### src/design/occ_pkg.sv
// Package with register map, field layout and reset values of the calibration bank.
package occ_pkg;
  localparam int ADDR_W = 10;
  localparam int DATA_W = 32;
  // Register indices; the byte address on the bus is four times the index.
  localparam logic [7:0] IDX_OFS_HI = 8'h84;
  localparam logic [7:0] IDX_OFS_LO = 8'h85;
  localparam logic [7:0] IDX_GAIN = 8'h86;
  localparam logic [7:0] IDX_OCC_CFG = 8'h87;
  localparam logic [7:0] IDX_STATUS = 8'h88;
  localparam logic [7:0] IDX_MASK = 8'h89;
  localparam logic [ADDR_W-1:0] ADDR_OFS_HI = {IDX_OFS_HI, 2'b00};
  localparam logic [ADDR_W-1:0] ADDR_OFS_LO = {IDX_OFS_LO, 2'b00};
  localparam logic [ADDR_W-1:0] ADDR_GAIN = {IDX_GAIN, 2'b00};
  localparam logic [ADDR_W-1:0] ADDR_OCC_CFG = {IDX_OCC_CFG, 2'b00};
  localparam logic [ADDR_W-1:0] ADDR_STATUS = {IDX_STATUS, 2'b00};
  localparam logic [ADDR_W-1:0] ADDR_MASK = {IDX_MASK, 2'b00};
  // Field positions.
  localparam int OFS_LO_LSB = 8;
  localparam int OFS_LO_MSB = 15;
  localparam int CFG_EN_BIT = 15;
  localparam int CFG_POL_BIT = 14;
  localparam int CFG_RSV_BIT = 13;
  localparam int CFG_CNT_MSB = 12;
  localparam int CFG_CNT_LSB = 8;
  localparam int STAT_HI_BIT = 0;
  localparam int STAT_LO_BIT = 1;
  localparam int STAT_W = 2;
  localparam int CNT_W = 5;
  localparam int SAMPLE_W = 24;
  localparam int GAIN_FRAC = 16;
  // Reset values.
  localparam logic [15:0] RST_OFS_HI = 16'h0000;
  localparam logic [7:0] RST_OFS_LO = 8'h00;
  localparam logic [15:0] RST_GAIN = 16'h0000;
  localparam logic [7:0] RST_OCC_CFG = 8'h00;
  localparam logic [STAT_W-1:0] RST_STATUS = 2'h0;
  localparam logic [STAT_W-1:0] RST_MASK = 2'h0;
  // Unity gain in the same fixed-point scale as the correction code.
  localparam logic signed [17:0] GAIN_UNITY = 18'sh10000;
  localparam logic signed [SAMPLE_W-1:0] SAMPLE_MAX = 24'sh7FFFFF;
  localparam logic signed [SAMPLE_W-1:0] SAMPLE_MIN = 24'sh800000;
endpackage

### src/design/occ_cfg_if.sv
// Interface carrying the comparator settings from the register bank to the trip counters.
`timescale 1ns/100ps
interface occ_cfg_if;
  logic active;
  logic [occ_pkg::CNT_W-1:0] count_code;
  modport bank (output active, output count_code);
  modport counter (input active, input count_code);
endinterface

### src/design/occ_trip_counter.sv
// Consecutive-sample trip counter for one threshold of the overcurrent comparator.
`timescale 1ns/100ps
module occ_trip_counter (
  input wire logic clk,
  input wire logic rst,
  occ_cfg_if.counter cfg,
  input wire logic sample_valid,
  input wire logic exceed,
  output logic tripped
);
  logic [occ_pkg::CNT_W:0] run_r;
  logic [occ_pkg::CNT_W:0] run_nxt;
  logic [occ_pkg::CNT_W:0] target;
  logic tripped_r;
  logic tripped_nxt;

  // Code zero asks for a single sample, so the target is the code plus one.
  assign target = {1'b0, cfg.count_code} + 6'h01;
  // The run saturates at the target so a long fault cannot wrap the counter.
  assign run_nxt = (run_r < target) ? run_r + 6'h01 : run_r;
  // No hysteresis: one sample back inside the threshold clears the flag.
  always_comb begin
    tripped_nxt = tripped_r;
    if (!cfg.active) begin
      tripped_nxt = 1'b0;
    end else if (sample_valid) begin
      tripped_nxt = exceed && (run_nxt >= target);
    end
  end

  always_ff @(posedge clk) begin
    if (rst || !cfg.active) begin
      run_r <= '0;
    end else if (sample_valid) begin
      run_r <= exceed ? run_nxt : '0;
    end
  end

  always_ff @(posedge clk) begin
    if (rst) begin
      tripped_r <= 1'b0;
    end else begin
      tripped_r <= tripped_nxt;
    end
  end

  assign tripped = tripped_r;

  trip_needs_run_a: assert property (@(posedge clk) disable iff (rst)
    $rose(tripped) |-> $past(run_nxt) >= $past(target))
    else $error("flag tripped before the consecutive count was reached");
endmodule

### src/design/occ_cal_regs.sv
// Calibration and overcurrent-comparator register bank of current converter channel A.
// How it works
// - The upper sixteen bits of the signed 24-bit offset correction are a read/write register.
// - The low eight offset bits sit in bits 15:8 of a second register whose low byte reads zero.
// - The offset is subtracted in input-code units before the gain, so its weight follows the selected gain.
// - The signed 16-bit gain correction is a read/write register that resets to zero.
// - The applied gain is one plus the signed code times two to the minus sixteen.
// - The fast-filter comparator halts with the converter, since converter_enable gates it.
// - The comparator runs only with its enable bit set and the converter enabled.
// - The polarity bit sets the fault pin level, low on a fault when zero, fault being any flag.
// - A flag trips after code plus one consecutive exceeding samples, with no hysteresis.
//
// The implementer's own choice: register access over APB.
`timescale 1ns/100ps
module occ_cal_regs (
  input wire logic clk,
  input wire logic rst,
  input wire logic psel,
  input wire logic penable,
  input wire logic pwrite,
  input wire logic [occ_pkg::ADDR_W-1:0] paddr,
  input wire logic [occ_pkg::DATA_W-1:0] pwdata,
  output logic [occ_pkg::DATA_W-1:0] prdata,
  output logic pready,
  output logic pslverr,
  input wire logic converter_enable,
  input wire logic filter_valid,
  input wire logic signed [occ_pkg::SAMPLE_W-1:0] filter_data,
  input wire logic signed [occ_pkg::SAMPLE_W-1:0] high_threshold,
  input wire logic signed [occ_pkg::SAMPLE_W-1:0] low_threshold,
  input wire logic raw_valid,
  input wire logic signed [occ_pkg::SAMPLE_W-1:0] raw_data,
  output logic corr_valid,
  output logic signed [occ_pkg::SAMPLE_W-1:0] corr_data,
  output logic [occ_pkg::SAMPLE_W-1:0] offset_correction_value,
  output logic [15:0] gain_correction_value,
  output logic high_threshold_flag,
  output logic low_threshold_flag,
  output logic fault_out,
  output logic irq
);
  // Clamps a wider signed result into the sample range.
  function automatic logic signed [occ_pkg::SAMPLE_W-1:0] sat_sample(
    input logic signed [26:0] value
  );
    if (value > 27'(occ_pkg::SAMPLE_MAX)) begin
      return occ_pkg::SAMPLE_MAX;
    end else if (value < 27'(occ_pkg::SAMPLE_MIN)) begin
      return occ_pkg::SAMPLE_MIN;
    end
    return value[occ_pkg::SAMPLE_W-1:0];
  endfunction

  logic [15:0] offset_hi_r;
  logic [7:0] offset_lo_r;
  logic [15:0] gain_r;
  logic [7:0] occ_cfg_r;
  logic [occ_pkg::STAT_W-1:0] status_r;
  logic [occ_pkg::STAT_W-1:0] status_nxt;
  logic [occ_pkg::STAT_W-1:0] mask_r;
  logic [occ_pkg::DATA_W-1:0] prdata_r;
  logic high_flag_q_r;
  logic low_flag_q_r;
  logic corr_valid_r;
  logic signed [occ_pkg::SAMPLE_W-1:0] corr_data_r;

  // Bus decode.
  wire setup_phase = psel && !penable;
  wire access_phase = psel && penable;
  wire hit_ofs_hi = (paddr == occ_pkg::ADDR_OFS_HI);
  wire hit_ofs_lo = (paddr == occ_pkg::ADDR_OFS_LO);
  wire hit_gain = (paddr == occ_pkg::ADDR_GAIN);
  wire hit_cfg = (paddr == occ_pkg::ADDR_OCC_CFG);
  wire hit_status = (paddr == occ_pkg::ADDR_STATUS);
  wire hit_mask = (paddr == occ_pkg::ADDR_MASK);
  wire addr_hit = hit_ofs_hi || hit_ofs_lo || hit_gain || hit_cfg || hit_status || hit_mask;
  wire wr_en = access_phase && pwrite && addr_hit;
  wire wr_ofs_hi = wr_en && hit_ofs_hi;
  wire wr_ofs_lo = wr_en && hit_ofs_lo;
  wire wr_gain = wr_en && hit_gain;
  wire wr_cfg = wr_en && hit_cfg;
  wire wr_status = wr_en && hit_status;
  wire wr_mask = wr_en && hit_mask;

  // Every transfer completes in its first access cycle.
  assign pready = access_phase;
  assign pslverr = access_phase && !addr_hit;

  // Configuration fields.
  wire occ_en = occ_cfg_r[occ_pkg::CFG_EN_BIT - 8];
  wire occ_pol = occ_cfg_r[occ_pkg::CFG_POL_BIT - 8];
  wire [occ_pkg::CNT_W-1:0] occ_count = occ_cfg_r[occ_pkg::CFG_CNT_MSB-8:occ_pkg::CFG_CNT_LSB-8];

  // Read data mux; unlisted bits read as zero.
  logic [occ_pkg::DATA_W-1:0] rd_mux;
  always_comb begin
    rd_mux = '0;
    if (hit_ofs_hi) begin
      rd_mux[15:0] = offset_hi_r;
    end else if (hit_ofs_lo) begin
      rd_mux[occ_pkg::OFS_LO_MSB:occ_pkg::OFS_LO_LSB] = offset_lo_r;
    end else if (hit_gain) begin
      rd_mux[15:0] = gain_r;
    end else if (hit_cfg) begin
      rd_mux[15:8] = occ_cfg_r;
    end else if (hit_status) begin
      rd_mux[occ_pkg::STAT_W-1:0] = status_r;
    end else if (hit_mask) begin
      rd_mux[occ_pkg::STAT_W-1:0] = mask_r;
    end
  end

  // Read data is captured in the setup cycle so that prdata comes from a flip-flop.
  always_ff @(posedge clk) begin
    if (rst) begin
      prdata_r <= '0;
    end else if (setup_phase && !pwrite) begin
      prdata_r <= rd_mux;
    end
  end
  assign prdata = prdata_r;

  // Calibration registers.
  always_ff @(posedge clk) begin
    if (rst) begin
      offset_hi_r <= occ_pkg::RST_OFS_HI;
      offset_lo_r <= occ_pkg::RST_OFS_LO;
      gain_r <= occ_pkg::RST_GAIN;
    end else begin
      if (wr_ofs_hi) begin
        offset_hi_r <= pwdata[15:0];
      end
      if (wr_ofs_lo) begin
        offset_lo_r <= pwdata[occ_pkg::OFS_LO_MSB:occ_pkg::OFS_LO_LSB];
      end
      if (wr_gain) begin
        gain_r <= pwdata[15:0];
      end
    end
  end

  // The reserved bit 13 is stored like the others; software is expected to write zero.
  always_ff @(posedge clk) begin
    if (rst) begin
      occ_cfg_r <= occ_pkg::RST_OCC_CFG;
    end else if (wr_cfg) begin
      occ_cfg_r <= pwdata[15:8];
    end
  end

  assign offset_correction_value = {offset_hi_r, offset_lo_r};
  assign gain_correction_value = gain_r;

  // Correction datapath: subtract offset, then scale by the gain factor.
  wire signed [occ_pkg::SAMPLE_W:0] diff =
    (occ_pkg::SAMPLE_W+1)'(raw_data) - (occ_pkg::SAMPLE_W+1)'($signed(offset_correction_value));
  wire signed [17:0] gain_factor = occ_pkg::GAIN_UNITY + 18'($signed(gain_r));
  wire signed [42:0] product = 43'(diff) * 43'(gain_factor);
  wire signed [26:0] scaled = product[42:occ_pkg::GAIN_FRAC];

  always_ff @(posedge clk) begin
    if (rst) begin
      corr_valid_r <= 1'b0;
      corr_data_r <= '0;
    end else begin
      corr_valid_r <= raw_valid;
      if (raw_valid) begin
        corr_data_r <= sat_sample(scaled);
      end
    end
  end
  assign corr_valid = corr_valid_r;
  assign corr_data = corr_data_r;

  // Overcurrent comparator. The comparator is gated by converter_enable,
  // so detection stops while the converter is disabled.
  occ_cfg_if cfg_bus ();
  assign cfg_bus.active = occ_en && converter_enable;
  assign cfg_bus.count_code = occ_count;

  wire high_exceed = filter_data > high_threshold;
  wire low_exceed = filter_data < low_threshold;

  occ_trip_counter u_high_trip (
    .clk(clk),
    .rst(rst),
    .cfg(cfg_bus),
    .sample_valid(filter_valid),
    .exceed(high_exceed),
    .tripped(high_threshold_flag)
  );

  occ_trip_counter u_low_trip (
    .clk(clk),
    .rst(rst),
    .cfg(cfg_bus),
    .sample_valid(filter_valid),
    .exceed(low_exceed),
    .tripped(low_threshold_flag)
  );

  wire fault_any = high_threshold_flag || low_threshold_flag;
  // Polarity zero drives low on a fault; idle level is the opposite.
  assign fault_out = occ_pol ? fault_any : !fault_any;

  // Interrupt status: a trip sets its bit, a written one clears it, and a set wins.
  always_ff @(posedge clk) begin
    if (rst) begin
      high_flag_q_r <= 1'b0;
      low_flag_q_r <= 1'b0;
    end else begin
      high_flag_q_r <= high_threshold_flag;
      low_flag_q_r <= low_threshold_flag;
    end
  end
  wire high_event = high_threshold_flag && !high_flag_q_r;
  wire low_event = low_threshold_flag && !low_flag_q_r;
  wire [occ_pkg::STAT_W-1:0] stat_set = {low_event, high_event};
  wire [occ_pkg::STAT_W-1:0] stat_clr = wr_status ? pwdata[occ_pkg::STAT_W-1:0] : '0;
  assign status_nxt = (status_r & ~stat_clr) | stat_set;

  always_ff @(posedge clk) begin
    if (rst) begin
      status_r <= occ_pkg::RST_STATUS;
      mask_r <= occ_pkg::RST_MASK;
    end else begin
      status_r <= status_nxt;
      if (wr_mask) begin
        mask_r <= pwdata[occ_pkg::STAT_W-1:0];
      end
    end
  end
  assign irq = |(status_r & mask_r);

  // Checks.
  ofs_hi_write_a: assert property (@(posedge clk) disable iff (rst)
    wr_ofs_hi |=> offset_correction_value[23:8] == $past(pwdata[15:0]))
    else $error("upper offset bits did not take the written value");

  ofs_lo_read_a: assert property (@(posedge clk) disable iff (rst)
    access_phase && !pwrite && hit_ofs_lo |-> prdata[7:0] == 8'h00
      && prdata[15:8] == offset_correction_value[7:0] && prdata[31:16] == 16'h0000)
    else $error("low offset register read back wrongly");

  gain_write_a: assert property (@(posedge clk) disable iff (rst)
    wr_gain ##1 (!wr_gain)[*2] |-> gain_correction_value == $past(pwdata[15:0], 2))
    else $error("gain correction did not hold the written value");

  unity_path_a: assert property (@(posedge clk) disable iff (rst)
    raw_valid && gain_r == 16'h0000 |=> corr_data == $past(sat_sample(27'(diff))))
    else $error("offset subtraction at unity gain is wrong");

  half_gain_a: assert property (@(posedge clk) disable iff (rst)
    raw_valid && gain_r == 16'h8000 && offset_correction_value == 24'h000000
      && raw_data == 24'sh000100 |=> corr_data == 24'sh000080)
    else $error("most negative gain code is not one half");

  cmp_disabled_a: assert property (@(posedge clk) disable iff (rst)
    !(occ_en && converter_enable) |=> !high_threshold_flag && !low_threshold_flag)
    else $error("flag active while the comparator is disabled");

  fault_pin_a: assert property (@(posedge clk) disable iff (rst)
    fault_any && !occ_pol |-> !fault_out)
    else $error("fault not driven low with polarity zero");

  single_trip_a: assert property (@(posedge clk) disable iff (rst)
    cfg_bus.active && occ_count == 5'h00 && filter_valid && high_exceed
      |=> high_threshold_flag)
    else $error("count code zero did not trip on one sample");

  no_hyst_a: assert property (@(posedge clk) disable iff (rst)
    filter_valid && !high_exceed |=> !high_threshold_flag)
    else $error("high flag held after sample fell back");

  cfg_read_a: assert property (@(posedge clk) disable iff (rst)
    access_phase && !pwrite && hit_cfg |-> prdata[7:0] == 8'h00 && prdata[15:8] == occ_cfg_r)
    else $error("comparator word read back wrongly");

  status_set_a: assert property (@(posedge clk) disable iff (rst)
    high_event |=> status_r[occ_pkg::STAT_HI_BIT] ##0 (irq == mask_r[occ_pkg::STAT_HI_BIT]
      || status_r[occ_pkg::STAT_LO_BIT]))
    else $error("trip event lost or interrupt wrong");

  unmapped_a: assert property (@(posedge clk) disable iff (rst)
    access_phase && !addr_hit |-> pslverr && pready)
    else $error("unmapped access not answered with an error");

  ofs_lo_write_a: assert property (@(posedge clk) disable iff (rst)
    wr_ofs_lo |=> offset_correction_value[7:0]
      == $past(pwdata[occ_pkg::OFS_LO_MSB:occ_pkg::OFS_LO_LSB]))
    else $error("low offset bits did not take the written value");

  ofs_hi_read_a: assert property (@(posedge clk) disable iff (rst)
    access_phase && !pwrite && hit_ofs_hi |->
      prdata == {16'h0000, offset_correction_value[23:8]})
    else $error("upper offset register read back wrongly");

  gain_read_a: assert property (@(posedge clk) disable iff (rst)
    access_phase && !pwrite && hit_gain |-> prdata == {16'h0000, gain_correction_value})
    else $error("gain correction register read back wrongly");

  cfg_write_a: assert property (@(posedge clk) disable iff (rst)
    wr_cfg |=> occ_cfg_r == $past(pwdata[15:8]))
    else $error("comparator word did not take the written value");

  corr_follow_a: assert property (@(posedge clk) disable iff (rst)
    1'b1 |=> corr_valid == $past(raw_valid))
    else $error("corrected sample strobe not one cycle after the raw strobe");

  fault_pol_high_a: assert property (@(posedge clk) disable iff (rst)
    occ_pol |-> fault_out == fault_any)
    else $error("fault pin wrong with polarity one");

  fault_idle_a: assert property (@(posedge clk) disable iff (rst)
    !occ_pol && !fault_any |-> fault_out)
    else $error("fault pin not idle high with polarity zero");

  low_single_trip_a: assert property (@(posedge clk) disable iff (rst)
    cfg_bus.active && occ_count == 5'h00 && filter_valid && low_exceed
      |=> low_threshold_flag)
    else $error("count code zero did not trip the low flag on one sample");

  low_no_hyst_a: assert property (@(posedge clk) disable iff (rst)
    filter_valid && !low_exceed |=> !low_threshold_flag)
    else $error("low flag held after sample fell back");

  hold_invalid_a: assert property (@(posedge clk) disable iff (rst)
    cfg_bus.active && !filter_valid |=> $stable(high_threshold_flag))
    else $error("high flag changed without a filter sample");

  status_clear_a: assert property (@(posedge clk) disable iff (rst)
    wr_status && pwdata[occ_pkg::STAT_HI_BIT] && !high_event
      |=> !status_r[occ_pkg::STAT_HI_BIT])
    else $error("written one did not clear the high trip status");

  set_wins_a: assert property (@(posedge clk) disable iff (rst)
    wr_status && pwdata[occ_pkg::STAT_HI_BIT] && high_event
      |=> status_r[occ_pkg::STAT_HI_BIT])
    else $error("clear won over a trip event in the same cycle");

  mask_write_a: assert property (@(posedge clk) disable iff (rst)
    wr_mask |=> mask_r == $past(pwdata[occ_pkg::STAT_W-1:0]))
    else $error("mask did not take the written value");

  refused_write_a: assert property (@(posedge clk) disable iff (rst)
    access_phase && pwrite && !addr_hit
      |=> $stable(offset_correction_value) && $stable(gain_correction_value))
    else $error("unmapped write changed a calibration register");

  status_clear_c: cover property (@(posedge clk) disable iff (rst) wr_status && |status_r);
  high_trip_c: cover property (@(posedge clk) disable iff (rst) $rose(high_threshold_flag));
  low_trip_c: cover property (@(posedge clk) disable iff (rst) $rose(low_threshold_flag));
  irq_c: cover property (@(posedge clk) disable iff (rst) $rose(irq));
  multi_count_c: cover property (@(posedge clk) disable iff (rst)
    occ_count > 5'h02 && $rose(low_threshold_flag));
endmodule

### config.mk
export PLATFORM = sky130hd
export DESIGN_NAME = occ_cal_regs
export DESIGN_NICKNAME = d
export VERILOG_FILES = /design/src/design/occ_pkg.sv /design/src/design/occ_cfg_if.sv /design/src/design/occ_trip_counter.sv /design/src/design/occ_cal_regs.sv
export SDC_FILE = /design/constraint.sdc
export NUM_CORES = 1
export LEC_CHECK = 0
export BUFFER_PORTS_ARGS = -buffer_cell sky130_fd_sc_hd__clkbuf_2
export CORE_MARGIN = 1
export CORE_UTILIZATION = 55
export CTS_CLUSTER_SIZE = 24
export DETAILED_ROUTE_END_ITERATION = 10
export GPL_TIMING_DRIVEN = 1
export PLACE_DENSITY = 0.84
export SLEW_MARGIN = 20
export SYNTH_ARGS = -nofsm -noshare
export SYNTH_HDL_FRONTEND = slang
export SYNTH_SLANG_ARGS = --single-unit
### constraint.sdc
create_clock -name clk -period 13.15 [get_ports clk]
set_clock_uncertainty 0.1 [all_clocks]
set_input_delay 2.63 -clock clk [delete_from_list [all_inputs] [get_ports clk]]
set_output_delay 2.63 -clock clk [all_outputs]
set_load 0.02 [all_outputs]
* Word-level counts from Yosys, hierarchy flattened
Cells that the tools add are included.
** Cells by class
- Add/sub/neg operators :: 5
- Multipliers :: 1
- $lt $le $gt $ge :: 8
- Equality and inequality tests :: 6
- Multiplexer cells :: 23
- Bitwise operators :: 5
- Reductions and logical operators :: 33
** Operators with widths (number)
- two-way mux 24 bit :: 3
- == test 10 bit, second input constant :: 6
- multiplier 25 x 18 -> 43 bit :: 1
- two-way mux 8 bit :: 4
- two-way mux 6 bit :: 5
- greater-than comparator 27 x 24 -> 1 bit, second input constant :: 1
- < comparator 27 x 24 -> 1 bit, second input constant :: 1
- subtractor 24 x 24 -> 25 bit :: 1
- greater-than comparator 24 bit :: 1
- < comparator 24 bit :: 1
- adder 18 x 16 -> 18 bit, first input constant :: 1
- logical AND 1 bit :: 17
- two-way mux 16 bit :: 1
- adder 6 x 1 -> 6 bit, second input constant :: 2
- >= comparator 6 bit :: 2
- < comparator 6 bit :: 2
- two-way mux 2 bit :: 5
- zero test 1 bit :: 7
- logical OR 1 bit :: 7
- adder 5 x 1 -> 6 bit, second input constant :: 1
- two-way mux 1 bit :: 5
- bitwise AND 2 bit :: 2
- OR reduction 2 bit :: 2
- inverter 2 bit :: 1
- 2 further kinds :: 2
** Storage, ports and cells
- Register bits :: 109
- Input port bits :: 146
- Output and inout port bits :: 103

* Logic depth before layout (Yosys ltp)
- Depth in word-level cells :: 12
- Depth in mapped cells :: 38

* By module
Synthesis repeated with hierarchy kept, for this count alone.
** Unflattened totals
- Cell total of the unflattened synthesis :: 2667
- Area total of the unflattened synthesis :: 22755.6 µm²
** By module, submodules not included
- occ_cal_regs :: times used 1, cells each 2475, area an instance 21244.1 µm²
- occ_trip_counter :: times used 2, cells each 96, area an instance 755.7 µm²

* Worst setup path after synthesis
OpenSTA, ideal clock, no wires.
- Path type :: input -> register
- From :: input raw_data[0] in the netlist's numbering
- To :: register corr_data_r (netlist bit corr_data[10])
- Setup time :: 0.086 ns
- Arrival :: 11.083 ns
- Slack :: 1.882 ns
- Cell stages on the path :: 36
- Cell sequence :: inv_1 -> ha_1 -> inv_1 -> fa_1 -> a21o_1 -> a21oi_1 -> o21ai_0 -> a41oi_1 -> o211ai_1 -> a31oi_1 -> o221a_2 -> clkbuf_1 -> nand2_1 -> fa_1 -> inv_1 -> fa_1 -> inv_1 -> fa_1 -> inv_1 -> fa_1 -> fa_1 -> inv_1 -> fa_1 -> inv_1 -> ha_1 -> clkbuf_1 -> a21oi_1 -> nor2_1 -> a211oi_1 -> o21ai_0 -> a21oi_1 -> o41ai_2 -> xnor2_1 -> clkbuf_2 -> o21ai_0 -> a211oi_1
** Between the ends
- Cells in the longest elaborated chain, start to end :: 8
- Elaborated cells between the ends (all ways) :: 10
- Those cells by class :: add/sub: 1; mul: 1; order compare: 2; mux: 6
** Ends and longest elaborated chain
- start, declared :: line occ_cal_regs.sv:32 : input wire logic signed [occ_pkg::SAMPLE_W-1:0] raw_data,
- subtractor 24 x 24 -> 25 bit * :: line occ_cal_regs.sv:156 : (occ_pkg::SAMPLE_W+1)'(raw_data) - (occ_pkg::SAMPLE_W+1)'($signed(offset_correction_value));
- multiplier 25 x 18 -> 43 bit * :: line occ_cal_regs.sv:158 : wire signed [42:0] product = 43'(diff) * 43'(gain_factor);
- < comparator 27 x 24 -> 1 bit :: line occ_cal_regs.sv:48 : end else if (value < 27'(occ_pkg::SAMPLE_MIN)) begin
- two-way mux 1 bit :: line occ_cal_regs.sv:48
- two-way mux 1 bit :: line occ_cal_regs.sv:46 : if (value > 27'(occ_pkg::SAMPLE_MAX)) begin
- two-way mux 1 bit :: line occ_cal_regs.sv:167 : if (raw_valid) begin
- two-way mux 1 bit :: line occ_cal_regs.sv:162 : if (rst) begin
- two-way mux 24 bit * :: line occ_cal_regs.sv:51 : return value[occ_pkg::SAMPLE_W-1:0];
- end signal, assigned :: line occ_cal_regs.sv:168 : corr_data_r <= sat_sample(scaled);
- end, declared :: line occ_cal_regs.sv:65 : logic signed [occ_pkg::SAMPLE_W-1:0] corr_data_r;
Every way passes the cells marked *; elsewhere a longest branch is shown, timed or not. The select of a mux whose other input is x is not followed.
A chain may end at the register's enable or synchronous reset.

* Final worst setup path
- From :: input raw_data[0] in the netlist's numbering
- To :: register corr_data_r (netlist bit corr_data[14])
Same word-level chain as after synthesis.

==> impl_metrics.tcl <==
set metrics [dict create \
    vdd_drop_max_v 0.00006356 \
    routed-via-count 19520 \
    fin_nets 3612 \
    p_leak_nw 12.79 \
    worstHoldPathType "reg -> reg" \
    core-area_um2 41110 \
    dieArea_um2 42810 \
    fin_cells 3389 \
    holdCritStartpoint "prdata[15]" \
    cts_hold_buf 0 \
    cp_top_family "adder cells" \
    tns_ps 0 \
    crit_end "corr_data[14]" \
    place_congestion 0.9618 \
    final_util 0.6055 \
    hold_viol 0 \
    synth-seq-cells 109 \
    setup.worst_path.start_class "input port" \
    vias_per_cell 5.761 \
    grt_overflow_total 0 \
    synth_top_area_share 0.3415 \
    ys_top_cells_by_count "inv_1 (575), fa_1 (394), nand2_1 (352)" \
    synth_top_area_cell "fa_1" \
    dp_hpwl_um 49860 \
    syn_avg_cell_area_um2 8.460 \
    cpMaxStageDelayCell "fa_1" \
    maxCapViolCount 0 \
    finalSetupViolations 0 \
    cp_num_buf_inv 9 \
    synth_area_um2 23090 \
    slew_viol_final 0 \
    cts_resized 0 \
    critPathCaptureType "flop" \
    timing.slew.headroom 0.1816 \
    clk_latency_ps 390 \
    crit_type "in -> reg" \
    synth_flop_cell "dfxtp_1" \
    numPortBuffers 216 \
    cts_tree "yes" \
    period_needed_ps 12370 \
    synthTopCellsByArea "fa_1 (34%), ha_1 (12%), dfxtp_1 (9.4%), inv_1 (9.3%), nand2_1 (5.7%)" \
    dieWidth_um 206.9 \
    yosysUniqueCellTypes 88 \
    yosys.cell_count.top_type "inv_1" \
    initial_core_util 0.5618 \
    cts_root_buf "clkbuf_16" \
    period_share 0.9410 \
    cts_buffers 9 \
    num_io_pins 249 \
    critPathLaunch "raw_data[0]" \
    power_density_nw_per_um2 40.77 \
    seqCellArea_um2 2183 \
    clock-sinks 109 \
    cts.reportedPaths.clkPinSlew_ps 90 \
    num-fill-cells 3518 \
    yosysSeqAreaShare 0.09448 \
    drive_gt1_frac 0.1152 \
    reg2reg_depth 32 \
    drt_drc_violations_left 0 \
    die_h_um 206.9 \
    finalPower_mw 1.015 \
    firstDrtPassIters 5 \
    arrival_ps 12490 \
    syn_to_final_growth_pct 7.785 \
    multi_input_area_um2 18250 \
    crit_path_frequent_cell "inv_1" \
    htreeDepth 3 \
    grtUsageTotal 0.3083 \
    synthArstFlopShare 0 \
    ant_nets 0 \
    cts_setup_buffers 0 \
    wl_per_cell_um 18.43 \
    antenna_found_initial 3 \
    rows 74 \
    grt_pass1_vias 21110 \
    wl_um 62470 \
    dp.cells 3372 \
    rr_startpoint "offset_lo_r[0]" \
    r2r-end "corr_data[14]" \
    synth-edff-count 0 \
    rsz0062_at_grt "false" \
    outcome "finished clean" \
    synthCells 2730 \
    clockBufferDepth 2 \
    cp_num_cells 34 \
    tightest_slew_ps 1226 \
    critPathMaxFanout 23 \
    drt_iter0_drc 1397 \
    grt_pass1_wl_um 103300 \
    max_freq_mhz 80.81 \
    grt_max_degree 100 \
    slowest_delay_ps 680 \
    cp.required_ps 13270 \
    r2r_slack_ps 2540 \
    yosys_warnings 0 \
]
==> logic make-up (layout without fill, tap and decap cells) <==
family,count (synthesis),after routing,synth area share
AND/OR/NAND/NOR,803,803,0.1702
buffers and inverters,729,838,0.1226
adder cells (fa/ha/maj),615,615,0.4613
AO/OA/AOI/OAI,367,367,0.1065
flip-flops,109,109,0.09448
XOR/XNOR,64,64,0.02427
multiplexers,41,41,0.02037
other,2,20,0.0003252
==> cell usage in the layout, fill, tap and decap left out, types with 17 or more instances in the layout <==
cell type	n
buf_4	31
ha_1	221
and2_1	169
and3_1	18
nor2b_1	22
mux2_2	18
inv_1	575
clkbuf_2	215
conb_1	19
nand3_1	22
xnor2_1	32
fa_1	394
nand4_1	24
o21a_1	22
xor2_1	20
nand2b_1	17
mux2i_1	20
a21o_1	36
dfxtp_1	108
a21oi_1	100
a211oi_1	32
o21ai_0	71
nand2_1	352
nor2_1	103
nor3_1	25
==> metal layers <==
layer  vias to the layer above  part of all wire  GRT usage
met5                         -                 0          0
met1                      9595              0.36     0.3483
li1                       8720                 -          -
met2                       939              0.50     0.5406
met4                         0             0.064     0.1900
met3                       269             0.080    0.05353
==> worst reg2reg max path, delay by kind of cell, from the launching register on <==
family / cells / cell delay (ps)
adder cells (fa/ha/maj): 9 / 4340
flip-flops: 1 / 520
AND/OR/NAND/NOR: 5 / 1340
AO/OA/AOI/OAI: 11 / 3290
buffers and inverters: 7 / 830
==> cell type report <==
class | instances | share of cell area
Multi-Input combinational cell | 1909 | 0.7332
Sequential cell | 109 | 0.08771
Inverter | 576 | 0.08686
Timing Repair Buffer | 246 | 0.05258
Tap cell | 532 | 0.02674
Clock buffer | 9 | 0.009048
Clock inverter | 7 | 0.003770
Antenna cell | 1 | 0.0001005
==> state kept, by name (all words and copies together) (netlist names) <==
signal,cells
corr_valid,1
mask_r,2
offset_hi_r,16
offset_lo_r,8
u_low_trip.tripped,1
u_high_trip.run_r,6
u_high_trip.tripped,1
gain_correction_value,16
low_flag_q_r,1
occ_cfg_r,8
corr_data,24
u_low_trip.run_r,6
status_r,2
prdata,16
high_flag_q_r,1
==> metrics by stage <==
step                instance area [um^2]  worst slack (ps)  hold WS, ps
floorplan                          23160              1882        358.0
detailed placement                 24560             544.4        356.0
global route                       24890             68.43        385.5
global placement                   24560             792.5        346.8
CTS                                24880             897.2        368.2
finish                             24890             775.7        368.9
==> worst min-delay path by stage <==
stage	slack (ps)	end	depth (start not counted)
finish	370	prdata[15]	2
global placement	350	prdata[10]	2
global route	390	prdata[15]	2
detailed placement	360	prdata[15]	2
CTS	370	prdata[15]	2
floorplan	360	occ_cfg_r[5]	2
==> power by group <==
part | internal (mW) | switching (mW) | leakage [nW] | total (mW)
sequential | 0.341 | 0.00588 | 0.887 | 0.347
clock | 0.139 | 0.160 | 0.154 | 0.299
combinational | 0.133 | 0.236 | 11.7 | 0.369
Power figures use the tool's default switching activity.
